$ cat src/shared/addr_dec_pkg.sv
package addr_dec_pkg;
    // ****************************************
    // Address byte layout
    // ****************************************
    localparam int TYPE_MSB = 7;
    localparam int TYPE_LSB = 4;
    localparam int HWADDR_MSB = 3;
    localparam int HWADDR_LSB = 1;
    localparam int RW_POS = 0;
    localparam logic [3:0] TYPE_ARRAY = 4'hA;
    localparam logic [3:0] TYPE_SECURE = 4'hB;
    localparam logic [6:0] MC_MFG_ID = 7'h7C;
    localparam logic [4:0] MC_HS_PREFIX = 5'h01;
    // ****************************************
    // Word address layout and bit counter values
    // ****************************************
    localparam int REGION_SELECT_MSB_POS = 7;
    localparam int REGION_CODE_HI_POS = 3;
    localparam int REGION_CODE_LO_POS = 2;
    localparam logic [1:0] REGION_CODE_SECURE = 2'h2;
    localparam logic [3:0] LOCK_CODE = 4'h6;
    localparam logic [3:0] BIT_LAST = 4'h7;
    localparam logic [3:0] BIT_ACK = 4'h8;
    localparam logic [15:0] WORD_ADDR_RESET = 16'h0000;

    typedef enum logic [2:0] {
        REGION_NONE,
        REGION_ARRAY,
        REGION_SECURITY,
        REGION_CONFIG,
        REGION_LOCK
    } region_t;

    typedef enum logic [1:0] {
        MC_NONE,
        MC_MFG,
        MC_HS
    } master_code_t;
endpackage

$ cat src/shared/bus_events_if.sv
interface bus_events_if;
    logic start_seen;
    logic stop_seen;
    logic scl_rise;
    logic scl_fall;
    logic sda_level;
    logic scl_level;
    logic bus_idle;
    modport producer(output start_seen, output stop_seen, output scl_rise, output scl_fall,
                     output sda_level, output scl_level, output bus_idle);
    modport consumer(input start_seen, input stop_seen, input scl_rise, input scl_fall,
                     input sda_level, input scl_level, input bus_idle);
endinterface

$ cat src/logic/line_watch.sv
module line_watch (
    input wire logic clk,
    input wire logic resetn,
    input wire logic scl_pin,
    input wire logic sda_pin,
    bus_events_if.producer ev
);
    logic [1:0] scl_sync_q, scl_sync_d;
    logic [1:0] sda_sync_q, sda_sync_d;
    logic scl_prev_q, scl_prev_d;
    logic sda_prev_q, sda_prev_d;

    always_comb begin
        scl_sync_d = {scl_sync_q[0], scl_pin};
        sda_sync_d = {sda_sync_q[0], sda_pin};
        scl_prev_d = scl_sync_q[1];
        sda_prev_d = sda_sync_q[1];
    end

    always_ff @(posedge clk or negedge resetn) begin
        if (!resetn) begin
            scl_sync_q <= 2'h3;
            sda_sync_q <= 2'h3;
            scl_prev_q <= 1'b1;
            sda_prev_q <= 1'b1;
        end else begin
            scl_sync_q <= scl_sync_d;
            sda_sync_q <= sda_sync_d;
            scl_prev_q <= scl_prev_d;
            sda_prev_q <= sda_prev_d;
        end
    end

    assign ev.scl_level = scl_prev_q;
    assign ev.sda_level = sda_prev_q;
    assign ev.scl_rise = scl_sync_q[1] && !scl_prev_q;
    assign ev.scl_fall = !scl_sync_q[1] && scl_prev_q;
    // Clock held high on both samples, so a data edge is a condition
    assign ev.start_seen = scl_sync_q[1] && scl_prev_q && !sda_sync_q[1] && sda_prev_q;
    assign ev.stop_seen = scl_sync_q[1] && scl_prev_q && sda_sync_q[1] && !sda_prev_q;
    assign ev.bus_idle = scl_prev_q && sda_prev_q;

    start_clean_a: assert property (@(posedge clk) disable iff (!resetn)
        ev.start_seen |-> !ev.stop_seen && $past(ev.sda_level) && !ev.scl_fall)
        else $error("start flagged with wrong line levels");
    stop_clean_a: assert property (@(posedge clk) disable iff (!resetn)
        ev.stop_seen |=> ev.sda_level && ev.scl_level)
        else $error("stop flagged with wrong line levels");
endmodule

$ cat src/logic/addr_decoder.sv
module addr_decoder (
    input wire logic CLK,
    input wire logic RESETN,
    input wire logic SCL_IN,
    input wire logic SDA_IN,
    output logic SDA_OUT,
    output logic SDA_OE,
    input wire logic STRAP_ADDR_BIT0,
    input wire logic STRAP_ADDR_BIT1,
    input wire logic STRAP_ADDR_BIT2,
    output logic SELECTED,
    output logic READ_NWRITE,
    output logic [2:0] REGION,
    output logic [15:0] WORD_ADDR,
    output logic ADDR_VALID,
    output logic ACCESS_FAIL,
    output logic MFG_ID_REQ,
    output logic HIGH_SPEED_ENTRY,
    output logic BUS_BUSY
);
    // ****************************************
    // Line sampling
    // ****************************************
    bus_events_if ev ();

    line_watch u_watch (
        .clk(CLK),
        .resetn(RESETN),
        .scl_pin(SCL_IN),
        .sda_pin(SDA_IN),
        .ev(ev)
    );

    // ****************************************
    // Byte sequencer
    // ****************************************
    typedef enum logic [2:0] {
        ST_STANDBY,
        ST_DEV_ADDR,
        ST_WORD_HI,
        ST_WORD_LO,
        ST_DATA
    } phase_t;

    phase_t phase_q, phase_d;
    logic [3:0] bit_q, bit_d;
    logic [7:0] shift_q, shift_d;
    logic ack_pend_q, ack_pend_d;
    logic drive_q, drive_d;
    logic selected_q, selected_d;
    logic rnw_q, rnw_d;
    addr_dec_pkg::region_t region_q, region_d;
    logic [15:0] waddr_q, waddr_d;
    logic valid_q, valid_d;
    logic fail_q, fail_d;
    addr_dec_pkg::master_code_t mc_q, mc_d;
    logic array_open_q, array_open_d;
    logic busy_q, busy_d;
    logic [7:0] byte_in;
    logic [2:0] strap;

    function automatic logic type_ok(input logic [7:0] b);
        return b[addr_dec_pkg::TYPE_MSB:addr_dec_pkg::TYPE_LSB] == addr_dec_pkg::TYPE_ARRAY ||
               b[addr_dec_pkg::TYPE_MSB:addr_dec_pkg::TYPE_LSB] == addr_dec_pkg::TYPE_SECURE;
    endfunction

    function automatic addr_dec_pkg::region_t secure_region(input logic [7:0] hi);
        if (hi[3:0] == addr_dec_pkg::LOCK_CODE)
            return addr_dec_pkg::REGION_LOCK;
        if ({hi[addr_dec_pkg::REGION_CODE_HI_POS], hi[addr_dec_pkg::REGION_CODE_LO_POS]}
            == addr_dec_pkg::REGION_CODE_SECURE)
            return hi[addr_dec_pkg::REGION_SELECT_MSB_POS] ? addr_dec_pkg::REGION_CONFIG
                                                           : addr_dec_pkg::REGION_SECURITY;
        return addr_dec_pkg::REGION_NONE;
    endfunction

    assign strap = {STRAP_ADDR_BIT2, STRAP_ADDR_BIT1, STRAP_ADDR_BIT0};
    assign byte_in = {shift_q[6:0], ev.sda_level};

    always_comb begin
        phase_d = phase_q;
        bit_d = bit_q;
        shift_d = shift_q;
        ack_pend_d = ack_pend_q;
        drive_d = drive_q;
        selected_d = selected_q;
        rnw_d = rnw_q;
        region_d = region_q;
        waddr_d = waddr_q;
        valid_d = valid_q;
        fail_d = fail_q;
        mc_d = mc_q;
        array_open_d = array_open_q;
        busy_d = busy_q;
        if (ev.start_seen) begin
            // Restart from any phase; a repeated start keeps master-code context
            phase_d = ST_DEV_ADDR;
            bit_d = 4'h0;
            ack_pend_d = 1'b1; // Next clock fall opens bit 0 and ends no bit
            drive_d = 1'b0;
            valid_d = 1'b0;
            fail_d = 1'b0;
            selected_d = 1'b0;
            busy_d = 1'b1;
        end else if (ev.stop_seen) begin
            phase_d = ST_STANDBY;
            drive_d = 1'b0;
            ack_pend_d = 1'b0;
            selected_d = 1'b0;
            busy_d = 1'b0;
            mc_d = addr_dec_pkg::MC_NONE;
            array_open_d = 1'b0;
        end else if (phase_q != ST_STANDBY) begin
            if (ev.scl_rise && bit_q <= addr_dec_pkg::BIT_LAST) begin
                shift_d = byte_in;
            end
            if (ev.scl_fall) begin
                if (ack_pend_q) begin
                    // Falling edge after the ninth pulse releases data
                    ack_pend_d = 1'b0;
                    drive_d = 1'b0;
                    bit_d = 4'h0;
                end else if (bit_q == addr_dec_pkg::BIT_LAST) begin
                    bit_d = addr_dec_pkg::BIT_ACK;
                    ack_pend_d = 1'b1;
                    unique case (phase_q)
                        ST_DEV_ADDR: begin
                            if (shift_q[7:1] == addr_dec_pkg::MC_MFG_ID) begin
                                mc_d = addr_dec_pkg::MC_MFG;
                                rnw_d = shift_q[addr_dec_pkg::RW_POS];
                                drive_d = 1'b1;
                                phase_d = ST_DEV_ADDR;
                            end else if (shift_q[7:3] == addr_dec_pkg::MC_HS_PREFIX) begin
                                // High-speed code is never acknowledged
                                mc_d = addr_dec_pkg::MC_HS;
                                phase_d = ST_DEV_ADDR;
                            end else if (type_ok(shift_q) &&
                                         shift_q[addr_dec_pkg::HWADDR_MSB:addr_dec_pkg::HWADDR_LSB] == strap) begin
                                selected_d = 1'b1;
                                drive_d = 1'b1;
                                rnw_d = shift_q[addr_dec_pkg::RW_POS];
                                region_d = shift_q[4] ? addr_dec_pkg::REGION_NONE : addr_dec_pkg::REGION_ARRAY;
                                if (!shift_q[4])
                                    array_open_d = 1'b1;
                                if (shift_q[addr_dec_pkg::RW_POS]) begin
                                    // Current-address read: word address is kept
                                    phase_d = ST_DATA;
                                    valid_d = !shift_q[4];
                                end else begin
                                    phase_d = ST_WORD_HI;
                                end
                            end else begin
                                phase_d = ST_STANDBY;
                                ack_pend_d = 1'b0;
                                mc_d = addr_dec_pkg::MC_NONE;
                            end
                        end
                        ST_WORD_HI: begin
                            drive_d = 1'b1;
                            waddr_d[15:8] = shift_q;
                            if (region_q != addr_dec_pkg::REGION_ARRAY)
                                region_d = secure_region(shift_q);
                            phase_d = ST_WORD_LO;
                        end
                        ST_WORD_LO: begin
                            drive_d = 1'b1;
                            // Low byte is don't-care for config and lock
                            waddr_d[7:0] = (region_q == addr_dec_pkg::REGION_CONFIG ||
                                            region_q == addr_dec_pkg::REGION_LOCK) ? 8'h00 : shift_q;
                            valid_d = 1'b1;
                            fail_d = region_q != addr_dec_pkg::REGION_ARRAY && array_open_q;
                            phase_d = ST_DATA;
                        end
                        ST_DATA: begin
                            drive_d = !rnw_q;
                        end
                        default: begin
                            phase_d = ST_STANDBY;
                        end
                    endcase
                end else begin
                    bit_d = bit_q + 4'h1;
                end
            end
        end
    end

    always_ff @(posedge CLK or negedge RESETN) begin
        if (!RESETN) begin
            phase_q <= ST_STANDBY;
            bit_q <= 4'h0;
            shift_q <= 8'h00;
            ack_pend_q <= 1'b0;
            drive_q <= 1'b0;
            selected_q <= 1'b0;
            rnw_q <= 1'b0;
            region_q <= addr_dec_pkg::REGION_NONE;
            waddr_q <= addr_dec_pkg::WORD_ADDR_RESET;
            valid_q <= 1'b0;
            fail_q <= 1'b0;
            mc_q <= addr_dec_pkg::MC_NONE;
            array_open_q <= 1'b0;
            busy_q <= 1'b0;
        end else begin
            phase_q <= phase_d;
            bit_q <= bit_d;
            shift_q <= shift_d;
            ack_pend_q <= ack_pend_d;
            drive_q <= drive_d;
            selected_q <= selected_d;
            rnw_q <= rnw_d;
            region_q <= region_d;
            waddr_q <= waddr_d;
            valid_q <= valid_d;
            fail_q <= fail_d;
            mc_q <= mc_d;
            array_open_q <= array_open_d;
            busy_q <= busy_d;
        end
    end

    // Open drain: only ever pull low
    assign SDA_OUT = 1'b0;
    assign SDA_OE = drive_q;
    assign SELECTED = selected_q;
    assign READ_NWRITE = rnw_q;
    assign REGION = region_q;
    assign WORD_ADDR = waddr_q;
    assign ADDR_VALID = valid_q;
    assign ACCESS_FAIL = fail_q;
    assign MFG_ID_REQ = mc_q == addr_dec_pkg::MC_MFG ? 1'b1 : 1'b0;
    assign HIGH_SPEED_ENTRY = mc_q == addr_dec_pkg::MC_HS ? 1'b1 : 1'b0;
    assign BUS_BUSY = busy_q;

    // ****************************************
    // Checks
    // ****************************************
    start_restart_a: assert property (@(posedge CLK) disable iff (!RESETN)
        ev.start_seen |=> phase_q == ST_DEV_ADDR && bit_q == 4'h0 && !SDA_OE)
        else $error("start did not restart address reception");
    stop_standby_a: assert property (@(posedge CLK) disable iff (!RESETN)
        ev.stop_seen |=> phase_q == ST_STANDBY && !SDA_OE && !SELECTED)
        else $error("stop did not return to standby");
    standby_quiet_a: assert property (@(posedge CLK) disable iff (!RESETN)
        phase_q == ST_STANDBY && !ev.start_seen |=> phase_q == ST_STANDBY)
        else $error("left standby without start");
    ack_ninth_a: assert property (@(posedge CLK) disable iff (!RESETN)
        SDA_OE |-> bit_q == addr_dec_pkg::BIT_ACK)
        else $error("data driven outside ack slot");
    mismatch_nack_a: assert property (@(posedge CLK) disable iff (!RESETN)
        phase_q == ST_DEV_ADDR && ev.scl_fall && bit_q == addr_dec_pkg::BIT_LAST && !ack_pend_q
        && !ev.start_seen && !ev.stop_seen && !type_ok(shift_q) && shift_q[7:3] != addr_dec_pkg::MC_HS_PREFIX
        && shift_q[7:1] != addr_dec_pkg::MC_MFG_ID |=> phase_q == ST_STANDBY && !SDA_OE)
        else $error("mismatched address acknowledged");
    rw_capture_a: assert property (@(posedge CLK) disable iff (!RESETN)
        $rose(SELECTED) |-> READ_NWRITE == $past(shift_q[0]))
        else $error("read/write select not captured");
    strap_match_a: assert property (@(posedge CLK) disable iff (!RESETN)
        $rose(SELECTED) |-> $past(shift_q[3:1]) == $past(strap))
        else $error("selected with wrong hardware address");
    fail_open_a: assert property (@(posedge CLK) disable iff (!RESETN)
        $rose(ACCESS_FAIL) |-> REGION != addr_dec_pkg::REGION_ARRAY && $past(array_open_q))
        else $error("access failed without open array sequence");
    hs_nack_a: assert property (@(posedge CLK) disable iff (!RESETN)
        $rose(HIGH_SPEED_ENTRY) |-> !SDA_OE)
        else $error("high-speed code acknowledged");
    idle_after_stop_a: assert property (@(posedge CLK) disable iff (!RESETN)
        ev.stop_seen |=> ev.bus_idle && !BUS_BUSY)
        else $error("bus not idle after stop");

    cov_select_c: cover property (@(posedge CLK) disable iff (!RESETN) $rose(SELECTED));
    cov_valid_c: cover property (@(posedge CLK) disable iff (!RESETN) $rose(ADDR_VALID));
    cov_fail_c: cover property (@(posedge CLK) disable iff (!RESETN) $rose(ACCESS_FAIL));
    cov_mfg_c: cover property (@(posedge CLK) disable iff (!RESETN) $rose(MFG_ID_REQ));
endmodule

$ cat config.mk
export PLATFORM = sky130hd
export DESIGN_NAME = addr_decoder
export DESIGN_NICKNAME = d
export VERILOG_FILES = /design/src/shared/addr_dec_pkg.sv /design/src/shared/bus_events_if.sv /design/src/logic/line_watch.sv /design/src/logic/addr_decoder.sv
export SDC_FILE = /design/constraint.sdc
export NUM_CORES = 1
export LEC_CHECK = 0
export ABC_CLOCK_PERIOD_IN_PS = 4750
export BUFFER_PORTS_ARGS = -buffer_cell sky130_fd_sc_hd__buf_2
export CAP_MARGIN = 20
export CORE_ASPECT_RATIO = 1.1
export CORE_MARGIN = 4
export CORE_UTILIZATION = 35
export CTS_CLUSTER_SIZE = 16
export DETAILED_ROUTE_END_ITERATION = 10
export SETUP_SLACK_MARGIN = 0.1
export SYNTH_ARGS = -nofsm -noshare
export SYNTH_HDL_FRONTEND = slang
export SYNTH_SLANG_ARGS = --single-unit
$ cat constraint.sdc
create_clock -name CLK -period 4.75 [get_ports CLK]
set_clock_uncertainty 0.15 [all_clocks]
set_input_delay 0.95 -clock CLK [delete_from_list [all_inputs] [get_ports CLK]]
set_output_delay 0.95 -clock CLK [all_outputs]
set_load 0.1 [all_outputs]
==> results.yml, run 1 <==
critical_path:
  cp.arrival_ns: 1.25
  r2r_cells: 5
  cp-start-kind: "flip-flop"
  worst-endpoint-required_ns: 3.65
  cp_slowest_cell: "buf_2"
  cp-end-kind: "output port"
  path_class: "reg -> out"
  rr_startpoint: "bit_q[0]"
  path_buf_inv: 1
  cp_cell_sequence: "nor2b_1, buf_2"
  critPathMaxStageDelay_ns: 0.43
  r2r_end: "REGION[1]"
  worstPathMaxFanout: 3
  reg2reg_slack_ns: 2.45
  crit_family: "buffers and inverters"
synth:
  synth_seq_cells: 50
  synth_edf_count: 0
  syn_avg_cell_area_sq_um: 11.06
  synth_seq_area_share: 0.5151
  syn-cell-area_sq_um: 2444
  syn-num-nets: 229
  yosysUniqueCellTypes: 53
  synth_ff_type: "dfrtp_1"
  yosysWarnings: 0
  synthArstFlopShare: 1.000
  synthCells: 221
final_layout:
  area_growth_pct: 13.16
  drive_above_1_share: 0.2972
  num_antenna_cells: 0
  final_nets: 256
  fin_area_sq_um: 2765
grt:
  grt_max_degree: 51
  grt_pass1_vias: 1782
  antenna_found_initial: 0
  grt.overflow.total: 0
  grt_use_total: 0.1354
  grt_pass1_wl_um: 8880
outcome:
  outcome: "completed"
hold_path:
  min_path_type: "reg -> reg"
  hp-start: "u_watch.sda_sync_q[0]"
  hold_end: "u_watch.sda_sync_q[1]"
  hold_depth: 0
routing:
  topRoutingLayerUsed: "met4"
  drt-pass1-iter-count: 4
  vias: 1776
  drc_errors: 0
  met3WireLength_um: 332
  avgRoutedWirePerCell_um: 15.50
  met1_length_um: 2404
  drt_iter0_markers: 142
  wl_met2_um: 2317
  drt_wl_total_um: 5129
  ant_nets: 0
  vias_per_cell: 5.366
floorplanning:
  num_rows: 31
  die_width_um: 87.67
  die_h_um: 95.64
  start_util: 0.3663
  core-area_sq_um: 6671
  io_pins: 35
  dieArea_sq_um: 8384
run:
  maxCapViolations: 0
clock_tree:
  htreeDepth: 2
  cts_resized: 0
  cts_hold_buf: 0
  cts_sinks: 50
  cts_inserted_buffers: 5
  cts-root-buf: "clkbuf_8"
  clock_latency_ns: 0.31
  cts_tree: "built"
  clockBufferDepth: 2
  clk_pin_slew_worst_paths_ns: 0.10
  post_cts_buffers: 0
sta:
  grt_setup_unrepaired: "no"
  setup_violations: 0
  max_freq_ghz: 0.4252
  drv_slew: 0
  slew_headroom: 0.5206
  hold_violations: 0
  fin_setup_tns_ns: 0
  worst_pin_slew_ns: 0.7159
  finalCriticalPeriod_ns: 2.352
  period_share: 0.4952
placement:
  hpwl_um: 3594
  dpl_cell_area_sq_um: 2649
  place.gp.congestion: 0.8846
  numPortBuffers: 33
pwr:
  cellLeakagePower_nw: 1.291
  p_per_area_nw_per_um2: 430.8
  vdd_drop_max_v: 0.0002527
## final cells by class
class                   count  area [sq um]
fillers                   684          3906
flip-flops and latches     50          1259
multi-input cells         156          1111
repair buffers             34         172.7
well taps                  82         102.6
clock buffers               5         68.82
clock inverters             3         47.55
inverters                   1         3.754
## flip-flops by register name (all words and copies together) (netlist names), 2 cells and up
| name | cells |
|---|---|
| shift_q | 8 |
| u_watch.sda_sync_q | 2 |
| u_watch.scl_sync_q | 2 |
| phase_q | 3 |
| mc_q | 2 |
| WORD_ADDR | 16 |
| bit_q | 4 |
| REGION | 3 |
## synth_stat cells (5+ instances only)
cell,count,area [sq um]
a21oi_1,11,55.05
buf_2,5,25.02
clkbuf_1,6,22.52
dfrtp_1,44,1101
dfstp_2,6,157.7
mux2_2,16,180.2
nand2_1,23,86.33
nor2_1,9,33.78
nor2b_1,7,43.79
nor4_1,5,31.28
o211ai_1,5,37.54
o21ai_0,13,65.06
## logic make-up after synthesis
kind of cell,count (synthesis),synth area share
muxes,21,0.09626
AOI/OAI and AO/OA,47,0.1234
buffers and inverters,15,0.03021
xor gates and xnor gates,4,0.01434
adders and majority gates,1,0.005120
and+or+nand+nor,82,0.2140
other,1,0.001535
DFF,50,0.5151
## how the worst max path moves through the flow
stage | from | end | slack, ns | depth (start not counted)
2_1_floorplan | mc_q[0] | HIGH_SPEED_ENTRY | 1.94 | 1
3_3_place_gp | STRAP_ADDR_BIT2 | REGION[2] | 2.29 | 5
3_5_place_dp | STRAP_ADDR_BIT2 | REGION[1] | 2.21 | 5
4_1_cts | mc_q[0] | HIGH_SPEED_ENTRY | 2.38 | 2
5_1_grt | bit_q[0] | REGION[1] | 2.26 | 5
6_report | mc_q[0] | HIGH_SPEED_ENTRY | 2.40 | 2
## through the flow
stage	util	hold slack, ns	instances	setup slack, ns	power (mW)
2_1_floorplan	-	0.1952	221	1.942	0.8099
3_3_place_gp	0.3970	0.1975	323	2.287	0.8789
3_5_place_dp	0.3970	0.1985	323	2.213	0.8844
4_1_cts	0.4145	0.2123	331	2.385	1.202
5_1_grt	0.4145	0.2189	331	2.259	1.261
6_report	0.4145	0.2098	331	2.398	1.191
## where the power goes
| part | leakage (nW) | switching [mW] | internal, mW |
|---|---|---|---|
| Combinational | 0.580 | 0.160 | 0.113 |
| Sequential | 0.652 | 0.115 | 0.486 |
| Clock | 0.0591 | 0.157 | 0.161 |
## cells in the final DEF (no fill, tap or decap), types with 2 or more instances in the layout
| master | Yosys | routed |
|---|---|---|
| a21oi_1 | 11 | 11 |
| dfstp_2 | 6 | 6 |
| nand2b_1 | 2 | 2 |
| nor3_1 | 3 | 3 |
| nor2_1 | 9 | 9 |
| dfrtp_1 | 44 | 44 |
| o21a_1 | 2 | 2 |
| mux2_1 | 4 | 4 |
| a21o_1 | 2 | 2 |
| nand4_1 | 2 | 2 |
| nand3_1 | 4 | 4 |
| inv_6 | 0 | 2 |
| and3_1 | 2 | 2 |
| and3b_1 | 3 | 3 |
| nor3b_1 | 2 | 2 |
| o211ai_1 | 5 | 5 |
| nor3b_2 | 3 | 3 |
| nand3b_1 | 4 | 4 |
| nor4_1 | 5 | 5 |
| o21ai_0 | 13 | 13 |
| nand2_1 | 23 | 23 |
| xnor2_1 | 3 | 3 |
| clkbuf_8 | 0 | 5 |
| mux2_2 | 16 | 16 |
| nand4_4 | 2 | 2 |
| a211oi_1 | 2 | 2 |
| nor2b_1 | 7 | 7 |
| nand4b_1 | 4 | 4 |
| a31oi_1 | 2 | 2 |
| buf_2 | 5 | 33 |
| nand3_2 | 2 | 2 |
## per-layer routing
| metal | global-route usage | vias to the layer above |
|---|---|---|
| li1 | - | 867 |
| met1 | 0.1929 | 862 |
| met2 | 0.1972 | 42 |
| met3 | 0.03284 | 5 |
| met4 | 0.05243 | 0 |
| met5 | 0 | - |
No activity file was read; power rests on OpenSTA's default activity.
==> run 2: changes to the inputs <==
--- a/config.mk
+++ b/config.mk
@@ -5,7 +5,7 @@
 export SDC_FILE = /design/constraint.sdc
 export NUM_CORES = 1
 export LEC_CHECK = 0
-export ABC_CLOCK_PERIOD_IN_PS = 4750
+export ABC_CLOCK_PERIOD_IN_PS = 2200
 export BUFFER_PORTS_ARGS = -buffer_cell sky130_fd_sc_hd__buf_2
 export CAP_MARGIN = 20
 export CORE_ASPECT_RATIO = 1.1
==> constraint.sdc (replaced) <==
create_clock -name CLK -period 2.2 [get_ports CLK]
set_clock_uncertainty 0.15 [all_clocks]
set_input_delay 0.44 -clock CLK [delete_from_list [all_inputs] [get_ports CLK]]
set_output_delay 0.44 -clock CLK [all_outputs]
set_load 0.1 [all_outputs]
==> results.yml, run 2 (synthesis results as in run 1) <==
clock_tree:
  htreeDepth: 2
  clk_pin_slew_worst_paths_ns: 0.09
  cts-root-buf: "clkbuf_8"
  cts_inserted_buffers: 5
  clockBufferDepth: 2
  cts_sinks: 50
  cts_tree: "built"
  clock_latency_ns: 0.30
critical_path:
  path_class: "reg -> reg"
  cp.arrival_ns: 2.02
  crit_path_end: "WORD_ADDR[13]"
  worstPathMaxFanout: 10
  rr_startpoint: "phase_q[1]"
  worst-endpoint-required_ns: 2.25
  cp-start-kind: "flip-flop"
  r2r_end: "WORD_ADDR[13]"
  cp-end-kind: "flip-flop"
  startpoint: "phase_q[1]"
  r2r_cells: 4
  reg2reg_slack_ns: 0.23
floorplanning:
  num_rows: 31
  die_h_um: 95.64
  die_width_um: 87.67
  io_pins: 35
  core-area_sq_um: 6671
  start_util: 0.3663
  dieArea_sq_um: 8384
placement:
  hpwl_um: 3886
  numPortBuffers: 33
  placedCellCount: 340
  place.gp.congestion: 0.8553
grt:
  grt.overflow.total: 0
  grt_use_total: 0.1407
  grt_pass1_vias: 1847
  grt_max_degree: 51
  antenna_found_initial: 0
  grt_pass1_wl_um: 9170
routing:
  ant_nets: 0
  vias: 1812
  drt_wl_total_um: 5385
  drc_errors: 0
  vias_per_cell: 5.192
  avgRoutedWirePerCell_um: 15.43
  drt-pass1-iter-count: 4
  drt_iter0_markers: 110
final_layout:
  drive_above_1_share: 0.3446
  final_common_cell: "dfrtp_1"
  stdcell_count: 349
  final_cell_mix: "44 x dfrtp_1, 33 x buf_2, 23 x nand2_1"
  final_nets: 274
  largest_reg_flops: 16
  area_growth_pct: 20.07
  num_antenna_cells: 0
sta:
  hold_violations: 0
  setup_violations: 0
  holdWs_ns: 0.07788
  worst_pin_slew_ns: 0.6752
  drv_slew: 0
  period_share: 0.8957
  max_freq_ghz: 0.5075
  grt_setup_unrepaired: "no"
  slew_headroom: 0.5499
  finalCriticalPeriod_ns: 1.970
pwr:
  p_per_area_nw_per_um2: 898.5
  cellLeakagePower_nw: 1.393
  vdd_drop_max_v: 0.0004283
run:
  maxCapViolations: 0
hold_path:
  min_path_type: "in -> reg"
outcome:
  outcome: "completed"
## run 2: cell count changes in the layout (fill, tap and decap cells not counted), sizes merged
cell | before | now
dlygate4sd3 | 0 | 1
inv | 3 | 2
clkbuf | 5 | 6
buf | 34 | 51
## run 2: per-stage QoR
| step | total power [mW] | instance area [sq um] | worst slack (ns) | setup TNS [ns] | util |
|---|---|---|---|---|---|
| 2_1_floorplan | 1.749 | 2444 | -0.09779 | -0.1956 | - |
| 3_3_place_gp | 1.953 | 2801 | 0.1736 | 0 | 0.4199 |
| 3_5_place_dp | 1.959 | 2801 | 0.1107 | 0 | 0.4199 |
| 4_1_cts | 2.657 | 2933 | 0.1119 | 0 | 0.4396 |
| 5_1_grt | 2.790 | 2934 | 0.1391 | 0 | 0.4398 |
| 6_report | 2.636 | 2934 | 0.2296 | 0 | 0.4398 |
## run 2: per-layer routing
metal / GRT usage / part of all wire
met5: 0 / 0
met4: 0.05115 / 0.019
met2: 0.2161 / 0.46
met1: 0.1976 / 0.48
met3: 0.02593 / 0.043
## run 2: area by class of cell
class,instances,area [sq um]
Clock buffer,6,82.58
Clock inverter,2,38.79
Fill cell,646,3737
Inverter,1,3.754
Multi-Input combinational cell,156,1112
Sequential cell,50,1259
Tap cell,82,102.6
Timing Repair Buffer,52,335.3
## run 2: power by group
group          internal (mW)  leakage, nW  total (mW)  switching (mW)
combinational          0.285        0.679       0.662           0.377
sequential              1.05        0.652        1.28           0.228
clock                  0.374       0.0618       0.697           0.322
total                   1.71         1.39        2.64           0.927
## run 2: critical path, stage by stage (launching register included)
cell and delay (ns):
dfrtp_1 0.49, or3_1 0.58, nand4_4 0.19, buf_12 0.13, mux2_2 0.33
## run 2: worst min-delay path by stage
stage	startpoint	end	slack (ns)	cells past startpoint
floorplan	RESETN	ACCESS_FAIL	-0.006	0
global placement	u_watch.scl_sync_q[0]	u_watch.scl_sync_q[1]	0.20	0
detailed placement	u_watch.scl_sync_q[0]	u_watch.scl_sync_q[1]	0.20	0
CTS	SDA_IN	u_watch.sda_sync_q[0]	0.06	1
global route	SDA_IN	u_watch.sda_sync_q[0]	0.06	1
finish	SCL_IN	u_watch.scl_sync_q[0]	0.08	1
## run 2: timing repair
item | CTS | global route
buffers inserted | 0 | 0
endpoints found under the setup margin | 0 | 6
hold endpoints to repair | 44 | 0
hold buffers | 1 | 0
gates resized for setup | 0 | 1
